<file path="src/rtl/adcsc_pkg.sv">
// Constants, register map and types for the converter sample and convert control.
// Assumes a single clock domain and an Avalon-MM slave with 32-bit data.
// What this block does
// - With stop-on-first-irq set, the first converter interrupt clears auto-sample-start.
// - With stop-on-first-irq clear, sequences run on and overwrite the previous results.
// - Auto-sample-start restarts sampling after each conversion and sets sample-enable.
// - Without auto-sample-start, sampling starts when software writes one to sample-enable.
// - Manual trigger source: writing zero to sample-enable ends sampling, starts conversion.
// - Other trigger sources: hardware clears sample-enable to end sampling and convert.
// - Sample-enable reads one while acquiring and zero while holding.
// - Done is set when a conversion finishes, cleared when a new one starts.
// - Software clears done by writing zero; a running conversion is unaffected.
// - Set B negative select at bit 31: one is input one, zero low reference.
// - Set B positive select bits 27..24: inputs 0..12, temperature, reference, open.
// - Set A negative select at bit 23: one is input one, zero low reference.
// - Set A positive select bits 19..16 use the same encoding as set B.
package adcsc_pkg;

   // ----------------------------------------------------------------------
   // Register map (word byte addresses).
   // ----------------------------------------------------------------------
   localparam logic [3:0] ADCSC_OFF_CTRL   = 4'h0;
   localparam logic [3:0] ADCSC_OFF_INSEL  = 4'h4;
   localparam logic [3:0] ADCSC_OFF_STATUS = 4'h8;
   localparam logic [3:0] ADCSC_OFF_MASK   = 4'hC;

   // ----------------------------------------------------------------------
   // Control register fields.
   // ----------------------------------------------------------------------
   localparam int ADCSC_BIT_DONE  = 0;
   localparam int ADCSC_BIT_SAMPLE_ENABLE_FLAG  = 1;
   localparam int ADCSC_BIT_AUTO  = 2;
   localparam int ADCSC_BIT_STOP  = 4;
   localparam int ADCSC_TRIG_LO   = 5;
   localparam int ADCSC_TRIG_W    = 3;
   localparam logic [2:0] ADCSC_TRIG_MANUAL = 3'h0;

   // ----------------------------------------------------------------------
   // Input select fields.
   // ----------------------------------------------------------------------
   localparam int ADCSC_BIT_NEGB  = 31;
   localparam int ADCSC_POSB_LO   = 24;
   localparam int ADCSC_BIT_NEGA  = 23;
   localparam int ADCSC_POSA_LO   = 16;
   localparam int ADCSC_SEL_W     = 4;
   localparam logic [3:0] ADCSC_SEL_TEMP = 4'hD;
   localparam logic [3:0] ADCSC_SEL_IREF = 4'hE;
   localparam logic [3:0] ADCSC_SEL_OPEN = 4'hF;

   // ----------------------------------------------------------------------
   // Interrupt status bits and reset values.
   // ----------------------------------------------------------------------
   localparam int ADCSC_EV_DONE   = 0;
   localparam int ADCSC_EV_AUTOSTOP = 1;
   localparam int ADCSC_EV_W      = 2;
   localparam logic [31:0] ADCSC_RST_WORD = 32'h0000_0000;
   localparam logic [7:0]  ADCSC_SAMPLE_CYCLES = 8'h10;
   localparam logic [7:0]  ADCSC_CONV_CYCLES   = 8'h0C;

   typedef enum logic [1:0] {ADCSC_IDLE, ADCSC_SAMPLE, ADCSC_CONVERT} adcsc_state_t;

endpackage

</file>
<file path="src/rtl/adcsc_control.sv">
// Sample and convert control with input multiplexer selection for a SAR converter.
// Assumes one clock; each conversion is timed here as CONV_CYCLES clocks after its start pulse.
`timescale 1ns/100ps
module adcsc_control
   import adcsc_pkg::*;
#(
   parameter logic [7:0] SAMPLE_CYCLES = ADCSC_SAMPLE_CYCLES,
   parameter logic [7:0] CONV_CYCLES   = ADCSC_CONV_CYCLES
) (
   input  wire logic        clk,
   input  wire logic        rst,
   input  wire logic [3:0]  address,
   input  wire logic        read,
   input  wire logic        write,
   input  wire logic [31:0] writedata,
   input  wire logic [3:0]  byteenable,
   output logic [31:0]      readdata,
   output logic             waitrequest,
   input  wire logic        hwTrigger,
   output logic             sampling,
   output logic             convStart,
   output logic [3:0]       posSelect,
   output logic             negSelect,
   output logic             useSetB,
   output logic             irq
);

   // ----------------------------------------------------------------------
   // State record.
   // ----------------------------------------------------------------------
   typedef struct packed {
      adcsc_state_t           state;
      logic [7:0]             count;
      logic                   stopIrq;
      logic                   autoStart;
      logic [ADCSC_TRIG_W-1:0] trigSrc;
      logic                   done;
      logic                   setB;
      logic                   altInput;
      logic                   negB;
      logic [3:0]             posB;
      logic                   negA;
      logic [3:0]             posA;
      logic [ADCSC_EV_W-1:0]  status;
      logic [ADCSC_EV_W-1:0]  mask;
      logic                   ack;
      logic [31:0]            rdata;
      logic                   conv;
      logic [3:0]             muxPos;
      logic                   muxNeg;
      logic                   irqOut;
   } adcsc_reg_t;

   adcsc_reg_t r;
   adcsc_reg_t next_r;

   // Merges byte-enabled write data into an old word.
   function automatic logic [31:0] adcscMerge(input logic [31:0] old, input logic [31:0] wd,
                                              input logic [3:0] be);
      logic [31:0] res;
      res = old;
      for (int i = 0; i < 4; i++) begin
         if (be[i]) begin
            res[i*8 +: 8] = wd[i*8 +: 8];
         end
      end
      return res;
   endfunction

   logic [31:0] ctrlWord;
   logic [31:0] selWord;
   logic [31:0] wmCtrl;
   logic [31:0] wmSel;
   logic [31:0] wmStat;
   logic [31:0] wmMask;
   logic        acc;
   logic        convEnd;
   logic        sampEnd;

   // Register images as software sees them; unimplemented bits read zero.
   always_comb begin
      ctrlWord = ADCSC_RST_WORD;
      ctrlWord[ADCSC_BIT_DONE] = r.done;
      ctrlWord[ADCSC_BIT_SAMPLE_ENABLE_FLAG] = (r.state == ADCSC_SAMPLE);
      ctrlWord[ADCSC_BIT_AUTO] = r.autoStart;
      ctrlWord[ADCSC_BIT_STOP] = r.stopIrq;
      ctrlWord[ADCSC_TRIG_LO +: ADCSC_TRIG_W] = r.trigSrc;
      selWord = ADCSC_RST_WORD;
      selWord[ADCSC_BIT_NEGB] = r.negB;
      selWord[ADCSC_POSB_LO +: ADCSC_SEL_W] = r.posB;
      selWord[ADCSC_BIT_NEGA] = r.negA;
      selWord[ADCSC_POSA_LO +: ADCSC_SEL_W] = r.posA;
   end

   // A write lands only at the edge where waitrequest is already low, so the
   // master and the slave agree on the one edge that completes the transfer.
   assign acc    = write && r.ack;
   assign wmCtrl = adcscMerge(ctrlWord, writedata, byteenable);
   assign wmSel  = adcscMerge(selWord, writedata, byteenable);
   assign wmStat = adcscMerge(ADCSC_RST_WORD, writedata, byteenable);
   assign wmMask = adcscMerge({30'h0, r.mask}, writedata, byteenable);
   assign convEnd = (r.state == ADCSC_CONVERT) && (r.count == 8'h00);
   assign sampEnd = (r.state == ADCSC_SAMPLE) && (r.trigSrc != ADCSC_TRIG_MANUAL)
                    && (r.count == 8'h00) && hwTrigger;

   // Next-state logic: bus slave, sequencer, multiplexer and interrupts.
   always_comb begin
      next_r = r;
      next_r.ack = (read || write) && !r.ack;
      next_r.conv = 1'b0;
      if (r.count != 8'h00) begin
         next_r.count = r.count - 8'h01;
      end
      // Bus writes update control, select, status and mask fields.
      if (acc && address == ADCSC_OFF_CTRL) begin
         next_r.stopIrq   = wmCtrl[ADCSC_BIT_STOP];
         next_r.autoStart = wmCtrl[ADCSC_BIT_AUTO];
         next_r.trigSrc   = wmCtrl[ADCSC_TRIG_LO +: ADCSC_TRIG_W];
         if (!wmCtrl[ADCSC_BIT_DONE]) begin
            next_r.done = 1'b0;
         end
         if (wmCtrl[ADCSC_BIT_SAMPLE_ENABLE_FLAG] && !r.autoStart && r.state == ADCSC_IDLE) begin
            next_r.state = ADCSC_SAMPLE;
            next_r.count = SAMPLE_CYCLES;
         end else if (!wmCtrl[ADCSC_BIT_SAMPLE_ENABLE_FLAG] && r.state == ADCSC_SAMPLE
                      && r.trigSrc == ADCSC_TRIG_MANUAL) begin
            next_r.state = ADCSC_CONVERT;
            next_r.count = CONV_CYCLES;
            next_r.conv  = 1'b1;
            next_r.done  = 1'b0;
         end
      end else if (acc && address == ADCSC_OFF_INSEL) begin
         next_r.negB = wmSel[ADCSC_BIT_NEGB];
         next_r.posB = wmSel[ADCSC_POSB_LO +: ADCSC_SEL_W];
         next_r.negA = wmSel[ADCSC_BIT_NEGA];
         next_r.posA = wmSel[ADCSC_POSA_LO +: ADCSC_SEL_W];
      end else if (acc && address == ADCSC_OFF_STATUS) begin
         next_r.status = r.status & ~wmStat[ADCSC_EV_W-1:0];
      end else if (acc && address == ADCSC_OFF_MASK) begin
         next_r.mask = wmMask[ADCSC_EV_W-1:0];
      end
      // Hardware trigger ends sampling without software help.
      if (sampEnd) begin
         next_r.state = ADCSC_CONVERT;
         next_r.count = CONV_CYCLES;
         next_r.conv  = 1'b1;
         next_r.done  = 1'b0;
      end
      // Conversion completion; hardware sets win over software clears.
      if (convEnd) begin
         next_r.done = 1'b1;
         next_r.status[ADCSC_EV_DONE] = 1'b1;
         next_r.setB = r.altInput ? !r.setB : r.setB;
         if (r.stopIrq) begin
            next_r.autoStart = 1'b0;
            next_r.status[ADCSC_EV_AUTOSTOP] = 1'b1;
            next_r.state = ADCSC_IDLE;
         end else if (r.autoStart) begin
            next_r.state = ADCSC_SAMPLE;
            next_r.count = SAMPLE_CYCLES;
         end else begin
            next_r.state = ADCSC_IDLE;
         end
      end
      // Bus read data.
      if (read && !r.ack) begin
         if (address == ADCSC_OFF_CTRL) begin
            next_r.rdata = ctrlWord;
         end else if (address == ADCSC_OFF_INSEL) begin
            next_r.rdata = selWord;
         end else if (address == ADCSC_OFF_STATUS) begin
            next_r.rdata = {30'h0, r.status};
         end else if (address == ADCSC_OFF_MASK) begin
            next_r.rdata = {30'h0, r.mask};
         end else begin
            next_r.rdata = ADCSC_RST_WORD;
         end
      end
      // Multiplexer drive follows the active sample set.
      next_r.muxPos = next_r.setB ? next_r.posB : next_r.posA;
      next_r.muxNeg = next_r.setB ? next_r.negB : next_r.negA;
      next_r.irqOut = |(next_r.status & next_r.mask);
   end

   // State register.
   always_ff @(posedge clk or posedge rst) begin
      if (rst) begin
         r <= '0;
      end else begin
         r <= next_r;
      end
   end

   // Outputs come straight from the state record.
   always_comb begin
      readdata    = r.rdata;
      waitrequest = !r.ack;
      sampling    = (r.state == ADCSC_SAMPLE);
      convStart   = r.conv;
      posSelect   = r.muxPos;
      negSelect   = r.muxNeg;
      useSetB     = r.setB;
      irq         = r.irqOut;
   end

endmodule

</file>
<file path="config.mk">
export PLATFORM = sky130hd
export DESIGN_NAME = adcsc_control
export DESIGN_NICKNAME = d
export VERILOG_FILES = /design/src/rtl/adcsc_pkg.sv /design/src/rtl/adcsc_control.sv
export SDC_FILE = /design/constraint.sdc
export NUM_CORES = 1
export LEC_CHECK = 0
export ABC_AREA = 0
export BUFFER_PORTS_ARGS = -buffer_cell sky130_fd_sc_hd__buf_4
export CAP_MARGIN = 20
export CORE_AREA = 2 2 76 78
export CTS_CLUSTER_DIAMETER = 80
export DETAILED_ROUTE_END_ITERATION = 8
export DIE_AREA = 0 0 78 80
export PLACE_DENSITY = 0.85
export SYNTH_ARGS = -nofsm -noshare
export SYNTH_HDL_FRONTEND = slang
export SYNTH_SLANG_ARGS = --single-unit
</file>
<file path="constraint.sdc">
create_clock -name clk -period 2.23 [get_ports clk]
set_clock_uncertainty 0.1 [all_clocks]
set_input_delay 0.3345 -clock clk [delete_from_list [all_inputs] [get_ports clk]]
set_output_delay 0.3345 -clock clk [all_outputs]
set_load 0.005 [all_outputs]
</file>
[Yosys cells after proc, flatten, opt, wreduce, memory -nomap -nowiden]
Index checks and enable logic that the tools add are counted.
Operators by class
  reductions and logical operators: 30
  add/sub/neg operators: 1
  multipliers: 0
  multiplexer cells: 40
  shift operators: 0
  $lt $le $gt $ge: 0
  eq/ne operators: 5
  bitwise logic cells: 3
  divide/modulo/power cells: 0
Operators with widths (count)
  $mux 32: 2
  $mux 10: 5
  $mux 8: 6
  $mux 2: 10
  $mux 16: 1
  $logic_and 1x1->1: 15
  $mux 14: 1
  $mux 1: 13
  $eq 4x4->1 const B: 2
  $logic_not 8->1: 1
  $mux 4: 2
  $reduce_bool 8->1: 1
  $sub 8x1->8 const B: 1
  $reduce_bool 3->1: 2
  $and 2x2->2: 2
  $eq 4x3->1 const B: 1
  $logic_not 4->1: 1
  $reduce_and 2->1: 2
  $reduce_bool 4->1: 1
  $logic_not 1->1: 3
  $logic_not 3->1: 1
  $eq 2x1->1 const B: 1
  $eq 2x2->1 const B: 1
  $logic_not 2->1: 1
  3 further kinds: 3
Word-level totals
  input port bits: 45
  output and inout port bits: 42
  bits in registers: 71
  memory bits (read-only): 0
  word-level logic and storage cells: 98
  bits in latches: 0
  bits in writable memories: 0
  memories: 0

[Logic depth before layout (Yosys ltp)]
Gate-level depths: netlist of run 1.
  word-level depth: 12
  depth in mapped cells: 7
  depth with buffers taken out: 7

[Worst setup path after synthesis of run 1]
No wires, ideal clock.
  path type: reg2reg
  start point: reg r[62] (netlist name)
  end point: reg r[69] (netlist name)
  slack: 413 ps
  period minus slack after synthesis: 1817 ps
  cell stages (with the launch flop): 7
  data arrival time: 1597 ps
  data required time: 2010 ps
  cells stage by stage: dfrtp_1 > inv_1 > ha_1 > nor3b_2 > nand2_4 > o22a_4 > and4_1
RTL lines
  from (decl): RTL line adcsc_control.sv:54  | adcsc_reg_t r;
  from (signal assigned): RTL line adcsc_control.sv:190  | r <= next_r;

[Worst setup path in the final report of run 1]
  start point: reg r, in the netlist ctrlWord[5]
  end point: reg r[70] (netlist name)
On the way
  word-level cells in the longest chain between the ends: 6
  elaborated cells between the ends (all ways): 11
  those cells by class: mux: 2; reduce/logical: 9
Ends and longest elaborated chain
  $reduce_bool 3->1: RTL line adcsc_control.sv:103  | assign sampEnd = (r.state == ADCSC_SAMPLE) && (r.trigSrc != ADCSC_TRIG_MANUAL)
  $logic_and 1x1->1: RTL line adcsc_control.sv:103
  $logic_and 1x1->1 (2 in a row): RTL line adcsc_control.sv:104  | && (r.count == 8'h00) && hwTrigger;
  $reduce_bool 4->1 (no source line) (tied with other cells)
  $reduce_and 2->1 (no source line) / $mux 10 (equally long branches)
Several ways; a longest one is shown, not always the timed one.
A chain may end at the register's enable or synchronous reset.

==> impl_metrics.yaml, run 1 <==
route:
  num_vias: 1832
  ant_nets: 0
  wl_per_cell_um: 15.0
  first_iter_violations: 116
  vias_per_cell: 5.34
  first_pass_iters: 4
  drc: 0
  wl_um: 5140
sta:
  finalSetupTns_ns: 0
  tightest_slew_ns: 0.594
  hold_viol: 27
  post-route-min-period_ns: 1.88
  slew_viol_final: 0
  max_freq_ghz: 0.531
  hold_slack_ns: -0.0154
  finalCritPeriodShare_pct: 84.4
  setup_viol: 0
  rsz0062_at_grt: "false"
  slew_headroom_pct: 60.1
cts:
  cts_tree: "done"
  cts.sinks: 50
  numCtsBuffers: 5
  clk_latency_ns: 0.30
  clk_pin_slew_ns: 0.09
  cts_buffer_depth: 2
  ctsHtreeMaxLevel: 2
  postCtsSetupRepairBufs: 0
  root_buffer: "clkbuf_8"
  cts.repair.resized: 0
  cts-hold-fix-buffers: 0
final_layout:
  fill_cells: 474
  area.sequential_um2: 1250
  multi_input_area_um2: 1080
  post-route-cell-area_um2: 2990
  antennaDiodeCount: 0
  fin_nets: 316
  syn_to_final_growth_pct: 15.1
  drive_above_1_share_pct: 34.3
  fin_cells: 343
outcome:
  violations: "negative hold slack"
  status: "finished, violations left"
yosys:
  synth_ff_type: "dfrtp_1"
  async_flop_share_pct: 100
  synth.distinct_cells: 49
  yosys.area.top_type: "dfrtp_1"
  synth.top_cell.area_share_pct: 48.2
  synth_edf_count: 0
  synth-seq-cells: 50
  ys_seq_area_share_pct: 48.2
  synth_area_um2: 2590
  synth_cells: 232
  avgSynthCellArea_um2: 11.2
  yosys-top-cells-area: "dfrtp_1 48%, buf_4 11%, a22o_1 6.4%"
  yosysWarnings: 0
worst_setup_path:
  reg2reg_slack_ns: 0.35
  r2r_cells: 4
  worstPathArrival_ns: 2.02
  endpoint: "r[70]"
  r2r_end: "r[70]"
  worst-path-max-fanout: 5
  cpPeakStageDelay_ns: 0.47
  end_kind: "flip-flop"
  path_cells: "nor3_1, nand4b_1, a21oi_1, o32a_1"
  crit_type: "flip-flop to flip-flop"
  crit_slowest_cell: "a21oi_1"
  cp.required_ns: 2.37
  rr_startpoint: "ctrlWord[5]"
  crit_start: "ctrlWord[5]"
  cp-start-kind: "flip-flop"
power_and_ir_drop:
  p_leak_nw: 1.49
  totalPowerFinal_mw: 1.97
  ir_worst_vdd_mv: 0.274
  power_density_nw_per_um2: 660
floorplanning:
  die_h_um: 80
  die_x_um: 78
  core_area_um2: 5410
  fp-row-count: 27
  num_io_pins: 87
  initial_utilization_pct: 48.0
  dieArea_um2: 6240
global_route:
  grt_pass1_wl_um: 8280
  grt.total_usage_pct: 16.9
  antenna_found_initial: 0
  grt_max_degree: 29
  grt_pass1_vias: 1803
  grt-ovfl-total: 0
place:
  post-dp-hpwl_um: 3970
  gp_congestion: 0.838
  placed_area_um2: 2870
  placed_cells: 335
  io_buffers: 54
run:
  maxCapViolations: 0
hold_path:
  min_path_type: "input pin to asynchronous set/reset pin"
## flip-flops by register name, summed over array words and instances (netlist names)
name       flops
irq            1
posSelect      4
readdata      17
r             20
ctrlWord       6
convStart      1
negSelect      1
## cell usage in the layout, fill, tap and decap left out, types with 2 or more instances in the layout
cell	instances
o31a_1	2
nand2_1	15
nor2b_1	3
mux2i_1	3
nand2b_1	3
and3_1	3
nor3_1	6
buf_4	57
a22o_1	19
a21oi_1	2
conb_1	16
nor2_1	5
inv_1	5
nand3_1	11
nor4_4	3
xor2_1	2
o211ai_1	2
dfrtp_1	50
clkinvlp_4	2
nand4b_1	3
o21ai_0	9
mux2_2	14
and2_2	2
clkbuf_8	5
xnor2_1	2
nand4_1	3
## worst max-delay path: cells and delay by family, from the launching register on
kind             cells  cell delay (ns)
AO/OA/AOI/OAI        2             0.70
flip-flops           1             0.41
AND/OR/NAND/NOR      2             0.61
## worst min path at each step
stage	from	end	slack (ns)	depth (start not counted)
floorplan	r[39]	r[39]	0.35	1
global placement	rst	readdata[7]	0.32	2
detailed placement	rst	readdata[5]	0.33	2
CTS	rst	posSelect[1]	0.0009	2
global route	rst	posSelect[1]	0.03	2
finish	rst	readdata[18]	-0.02	2
## per-layer routing
layer | global-route usage [%] | share of wire, % | vias up | wire, um
li1 | - | - | 867 | -
met1 | 19.8 | 40 | 893 | 2050
met2 | 29.8 | 52 | 61 | 2660
met3 | 3.85 | 5.9 | 11 | 304
met4 | 6.84 | 2.4 | 0 | 123
met5 | 0 | 0 | - | 0
## layout make-up
| class | count | share of cell area, % |
|---|---|---|
| sequential | 50 | 41.9 |
| clock buffer | 5 | 2.31 |
| tap | 72 | 3.02 |
| inverter | 6 | 0.754 |
| timing repair buffer | 57 | 14.3 |
| clock inverter | 3 | 1.51 |
| multi-input combinational | 150 | 36.2 |
## cell usage after synthesis (all sizes together) (3+ instances only)
| library cell | instances |
|---|---|
| a22o | 19 |
| and3 | 4 |
| buf | 38 |
| clkbuf | 3 |
| dfrtp | 50 |
| inv | 6 |
| mux2 | 14 |
| mux2i | 3 |
| nand2 | 16 |
| nand2b | 3 |
| nand3 | 11 |
| nand4 | 3 |
| nand4b | 3 |
| nor2 | 5 |
| nor2b | 3 |
| nor3 | 6 |
| nor4 | 4 |
| o21ai | 10 |
## power by group
part	internal, mW	switching, mW	total [mW]
Combinational	0.162	0.154	0.316
Clock	0.334	0.301	0.635
Sequential	0.972	0.0500	1.02
## metrics by stage
stage	setup slack [ns]	util, %
finish	0.347	55.2
global route	0.225	55.2
CTS	0.342	55.2
detailed placement	0.362	53.1
global placement	0.404	53.1
floorplan	0.413	-
## cell families (layout without fill, tap and decap cells)
kind of cell | Yosys count | in the layout | synth area share [%]
adder cells (fa/ha/maj) | 1 | 1 | 0.482
AO/OA/AOI/OAI | 41 | 41 | 12.3
XOR/XNOR | 4 | 4 | 1.35
other | 1 | 16 | 0.145
multiplexers | 17 | 17 | 7.24
buffers and inverters | 47 | 71 | 12.3
flip-flops | 50 | 50 | 48.2
AND/OR/NAND/NOR | 71 | 71 | 17.9
Power figures use the tool's default switching activity.
==> run 2, diff against run 1 <==
--- a/config.mk
+++ b/config.mk
@@ -8,11 +8,11 @@
 export ABC_AREA = 0
 export BUFFER_PORTS_ARGS = -buffer_cell sky130_fd_sc_hd__buf_4
 export CAP_MARGIN = 20
-export CORE_AREA = 2 2 76 78
+export CORE_AREA = 2 2 79 81
 export CTS_CLUSTER_DIAMETER = 80
 export DETAILED_ROUTE_END_ITERATION = 8
-export DIE_AREA = 0 0 78 80
-export PLACE_DENSITY = 0.85
+export DIE_AREA = 0 0 81 83
+export PLACE_DENSITY = 0.82
 export SYNTH_ARGS = -nofsm -noshare
 export SYNTH_HDL_FRONTEND = slang
 export SYNTH_SLANG_ARGS = --single-unit
==> constraint.sdc (replaced) <==
create_clock -name clk -period 1.61 [get_ports clk]
set_clock_uncertainty 0.1 [all_clocks]
set_input_delay 0.2415 -clock clk [delete_from_list [all_inputs] [get_ports clk]]
set_output_delay 0.2415 -clock clk [all_outputs]
set_load 0.005 [all_outputs]
==> run 2 against run 1 <==
The flow finishes with violations (negative setup slack). Global-route usage grew 1.5 points. Total power up 43%. Flip-flop and latch count stayed put. Non-clock buffer count rose by 40. Routed wire length up 17%. Highest routed layer unchanged.
==> impl_metrics.yaml, run 2 (same netlist as run 1, synthesis figures left out) <==
outcome:
  status: "finished, violations left"
  violations: "negative setup slack"
sta:
  finalCritPeriodShare_pct: 113
  hold_viol: 0
  layout_setup_ws_ns: -0.213
  slew_viol_final: 0
  finalSetupTns_ns: -0.986
  setup_viol: 13
  post-route-min-period_ns: 1.82
  rsz0062_at_grt: "true"
  max_freq_ghz: 0.549
  hold_slack_ns: 0.0586
floorplanning:
  fp-row-count: 28
  num_io_pins: 87
  die_x_um: 81
  core_area_um2: 5820
  die_h_um: 83
  initial_utilization_pct: 44.6
  dieArea_um2: 6720
route:
  top_layer: "met4"
  wl_met2_um: 3140
  num_vias: 2023
  vias_per_cell: 5.24
  first_pass_iters: 4
  ant_nets: 0
  met3_wirelength_um: 353
  wl_per_cell_um: 15.5
  wl_um: 6000
  first_iter_violations: 106
  drc: 0
  wl_met1_um: 2410
worst_setup_path:
  rr_startpoint: "r[62]"
  r2r_end: "r[66]"
  worst-path-max-fanout: 3
  end_kind: "flip-flop"
  r2r_cells: 6
  reg2reg_slack_ns: -0.21
  cp.required_ns: 1.74
  worstPathArrival_ns: 1.95
  cp-start-kind: "flip-flop"
  crit_type: "flip-flop to flip-flop"
hold_path:
  worstHoldPathCells: 2
  worstHoldEndpoint: "posSelect[2]"
  hold_start: "writedata[18]"
  min_path_type: "input pin to flip-flop"
final_layout:
  largest_reg_flops: 20
  antennaDiodeCount: 0
  fill_cells: 462
  fin_nets: 356
  layout_common_cells: "90 x buf_4, 50 x dfrtp_1, 19 x a22o_1"
  area.sequential_um2: 1250
  syn_to_final_growth_pct: 33.5
  multi_input_area_um2: 1230
  fin_cells: 386
  final_common_cell: "buf_4"
  post-route-cell-area_um2: 3460
  top_register: "r"
  drive_above_1_share_pct: 49.2
cts:
  ctsHtreeMaxLevel: 2
  cts_buffer_depth: 2
  cts_tree: "done"
  cts.sinks: 50
  clk_pin_slew_ns: 0.09
  clk_latency_ns: 0.31
  root_buffer: "clkbuf_8"
  numCtsBuffers: 5
power_and_ir_drop:
  power_density_nw_per_um2: 812
  ir_worst_vdd_mv: 0.450
  totalPowerFinal_mw: 2.81
  p_leak_nw: 1.74
place:
  placed_area_um2: 3150
  placed_cells: 370
  io_buffers: 54
  gp_congestion: 0.857
  post-dp-hpwl_um: 4380
global_route:
  grt_pass1_vias: 1953
  antenna_found_initial: 0
  grt-ovfl-total: 0
  grt_max_degree: 51
  grt.total_usage_pct: 18.4
  grt_pass1_wl_um: 9620
run:
  maxCapViolations: 0
-- run 2: worst max path at each step --
stage          cells after the start  slack, ns  endpoint  start
2_1_floorplan                      6      -0.11     r[66]  r[63]
3_3_place_gp                       6      -0.10     r[66]  r[63]
3_5_place_dp                       6      -0.16     r[66]  r[63]
4_1_cts                            6      -0.16     r[66]  r[62]
5_1_grt                            6      -0.29     r[66]  r[62]
6_report                           6      -0.21     r[66]  r[62]
-- run 2: where the power goes --
part	internal (mW)	switching, mW	total (mW)
Clock	0.394	0.415	0.809
Combinational	0.320	0.267	0.587
Sequential	1.35	0.0689	1.41
-- run 2: area by class of cell --
cell class	count	share of cell area, %
flip-flops and latches	50	36.1
clock inverters	1	0.253
clock buffers	7	2.78
multi-input cells	150	35.5
well taps	75	2.71
repair buffers	97	22.0
inverters	6	0.650
-- run 2: through the flow --
stage / utilization (%) / setup WS, ns
5_1_grt: 59.6 / -0.285
2_1_floorplan: - / -0.112
3_5_place_dp: 54.2 / -0.157
3_3_place_gp: 54.2 / -0.101
6_report: 59.6 / -0.213
4_1_cts: 57.9 / -0.155
-- run 2: worst max-delay path, cell delays in order, from the launching register on --
cell and delay [ns]:
dfrtp_1 0.40, inv_2 0.08, ha_4 0.13, or3b_4 0.38, or3_1 0.34, and3_1 0.17
o21ai_1 0.15
-- run 2: layer usage --
layer / GRT usage, % / vias to the layer above
met5: 0 / -
met4: 5.70 / 0
met3: 5.11 / 9
met2: 31.2 / 70
met1: 22.4 / 1001
li1: - / 943
-- run 2: what timing repair did --
item	CTS	global route
resized for setup	19	16
setup endpoints to repair	11	15
buffers inserted	4	3
hold buffers	1	0
pin swaps	9	10
endpoints found under the hold margin	50	0
==> run 3, diff against run 2 <==
--- a/config.mk
+++ b/config.mk
@@ -9,10 +9,11 @@
 export BUFFER_PORTS_ARGS = -buffer_cell sky130_fd_sc_hd__buf_4
 export CAP_MARGIN = 20
 export CORE_AREA = 2 2 79 81
-export CTS_CLUSTER_DIAMETER = 80
+export CTS_CLUSTER_DIAMETER = 40
 export DETAILED_ROUTE_END_ITERATION = 8
 export DIE_AREA = 0 0 81 83
 export PLACE_DENSITY = 0.82
+export SKIP_CTS_REPAIR_TIMING = 1
 export SYNTH_ARGS = -nofsm -noshare
 export SYNTH_HDL_FRONTEND = slang
 export SYNTH_SLANG_ARGS = --single-unit
==> run 3 against run 2 <==
The flow still finishes with violations (negative setup slack). Sequential share of layout area increased by 0.71 points. Critical path depth unchanged. Die area unchanged. Maximum frequency increased by 3.2%. Clock-buffer cell count unchanged. Clock power increased by 0.9%. First-iteration DRC count increased by 35%. Sequential power about the same. Total power increased by 0.16%. Largest power group unchanged.
==> impl_metrics.yaml, run 3 (same netlist as run 1, synthesis figures left out) <==
outcome:
  status: "finished, violations left"
  violations: "negative setup slack"
worst_setup_path:
  path_cells: "inv_2, ha_4, or3b_4, or3_1, and3_1, o21ai_1"
  worst-path-max-fanout: 3
  crit_slowest_cell: "dfrtp_1"
  cpPeakStageDelay_ns: 0.40
  worstPathArrival_ns: 1.91
  end_kind: "flip-flop"
  cp.required_ns: 1.75
  crit_type: "flip-flop to flip-flop"
  cp-start-kind: "flip-flop"
cts:
  clk_pin_slew_ns: 0.09
  cts_tree: "done"
  cts_buffer_depth: 2
  root_buffer: "clkbuf_8"
  cts.sinks: 50
  numCtsBuffers: 5
  ctsHtreeMaxLevel: 2
  clk_latency_ns: 0.31
floorplanning:
  die_x_um: 81
  die_h_um: 83
  num_io_pins: 87
  initial_utilization_pct: 44.6
  dieArea_um2: 6720
  fp-row-count: 28
  core_area_um2: 5820
place:
  io_buffers: 54
  post-dp-hpwl_um: 4380
  gp_congestion: 0.857
power_and_ir_drop:
  sw_frac_of_total_pct: 26.9
  power_density_nw_per_um2: 829
  p_clk_share_pct: 29.0
  power_frac_seq_pct: 50.3
  p_leak_nw: 1.71
  p_switching_mw: 0.758
  combPwrFrac_pct: 20.7
  ir_worst_vdd_mv: 0.445
  internal_power_mw: 2.06
sta:
  finalCritPeriodShare_pct: 110
  layout_setup_ws_ns: -0.157
  setup_viol: 12
  max_freq_ghz: 0.566
  post-route-min-period_ns: 1.77
  hold_slack_ns: 0.0600
  rsz0062_at_grt: "true"
  slew_viol_final: 0
  hold_viol: 0
  finalSetupTns_ns: -0.887
final_layout:
  drive_above_1_share_pct: 47.6
  fill_cells: 479
  top_register: "r"
  layout_common_cells: "87 x buf_4, 50 x dfrtp_1, 19 x a22o_1"
  syn_to_final_growth_pct: 31.0
  fin_nets: 352
  largest_reg_flops: 20
  final_common_cell: "buf_4"
  antennaDiodeCount: 0
route:
  drc: 0
  ant_nets: 0
  wl_per_cell_um: 15.8
  first_iter_violations: 143
  num_vias: 2016
  first_pass_iters: 4
  wl_um: 6030
  vias_per_cell: 5.28
global_route:
  grt_pass1_wl_um: 9180
  grt_max_degree: 51
  grt_pass1_vias: 1881
  grt-ovfl-total: 0
  antenna_found_initial: 0
  grt.total_usage_pct: 17.6
run:
  maxCapViolations: 0
hold_path:
  min_path_type: "input pin to flip-flop"
==> run 3: worst max-delay path: cells and delay by family, from the launching register on <==
kind                     cells  cell delay [ns]
AO/OA/AOI/OAI                1             0.11
flip-flops                   1             0.40
AND/OR/NAND/NOR              3             0.88
adder cells (fa/ha/maj)      1             0.13
buffers and inverters        1             0.08
==> run 3: per-stage QoR <==
| step | setup WS (ns) | instance area [um2] | instances | util [%] | power, mW |
|---|---|---|---|---|---|
| 3_3_place_gp | -0.101 | 3150 | 370 | 54.2 | 1.93 |
| 4_1_cts | -0.156 | 3260 | 378 | 56.0 | 2.77 |
| 6_report | -0.157 | 3400 | 382 | 58.4 | 2.82 |
| 2_1_floorplan | -0.112 | 2680 | 247 | - | 1.74 |
| 3_5_place_dp | -0.157 | 3150 | 370 | 54.2 | 1.95 |
| 5_1_grt | -0.233 | 3400 | 382 | 58.4 | 2.95 |
==> run 3: area by class of cell <==
class,count,area (um2),share of cell area [%]
repair buffers,93,728,21.4
clock inverters,1,8.76,0.258
flip-flops and latches,50,1250,36.8
inverters,6,22.5,0.663
clock buffers,7,96.3,2.84
multi-input cells,150,1200,35.2
well taps,75,93.8,2.76
==> run 3: worst paths after layout <==
path,start,slack (ns),to,cells past startpoint
setup reg to reg,r[62],-0.16,r[66],6
setup / recovery,r[62],-0.16,r[66],6
min in group asynchronous,rst,0.45,readdata[4],4
hold / removal,writedata[18],0.06,posSelect[2],2
hold reg to reg,r[52],0.40,readdata[27],1
max in group asynchronous,rst,0.74,irq,4
==> run 3: power groups by stage <==
stage	Combinational, mW	Clock [mW]	Sequential, mW
floorplan	0.322	0	1.42
global placement	0.506	0	1.43
detailed placement	0.522	0	1.43
CTS	0.526	0.835	1.41
global route	0.637	0.884	1.43
finish	0.583	0.816	1.42
==> run 3: routing by layer <==
metal | part of all wire [%] | up-vias | GRT usage, % | wire length [um]
met5 | 0 | - | 0 | 0
met4 | 2.0 | 0 | 4.93 | 123
met3 | 5.4 | 13 | 4.67 | 326
met2 | 53 | 66 | 30.0 | 3190
met1 | 40 | 1001 | 21.7 | 2390
li1 | - | 936 | - | -
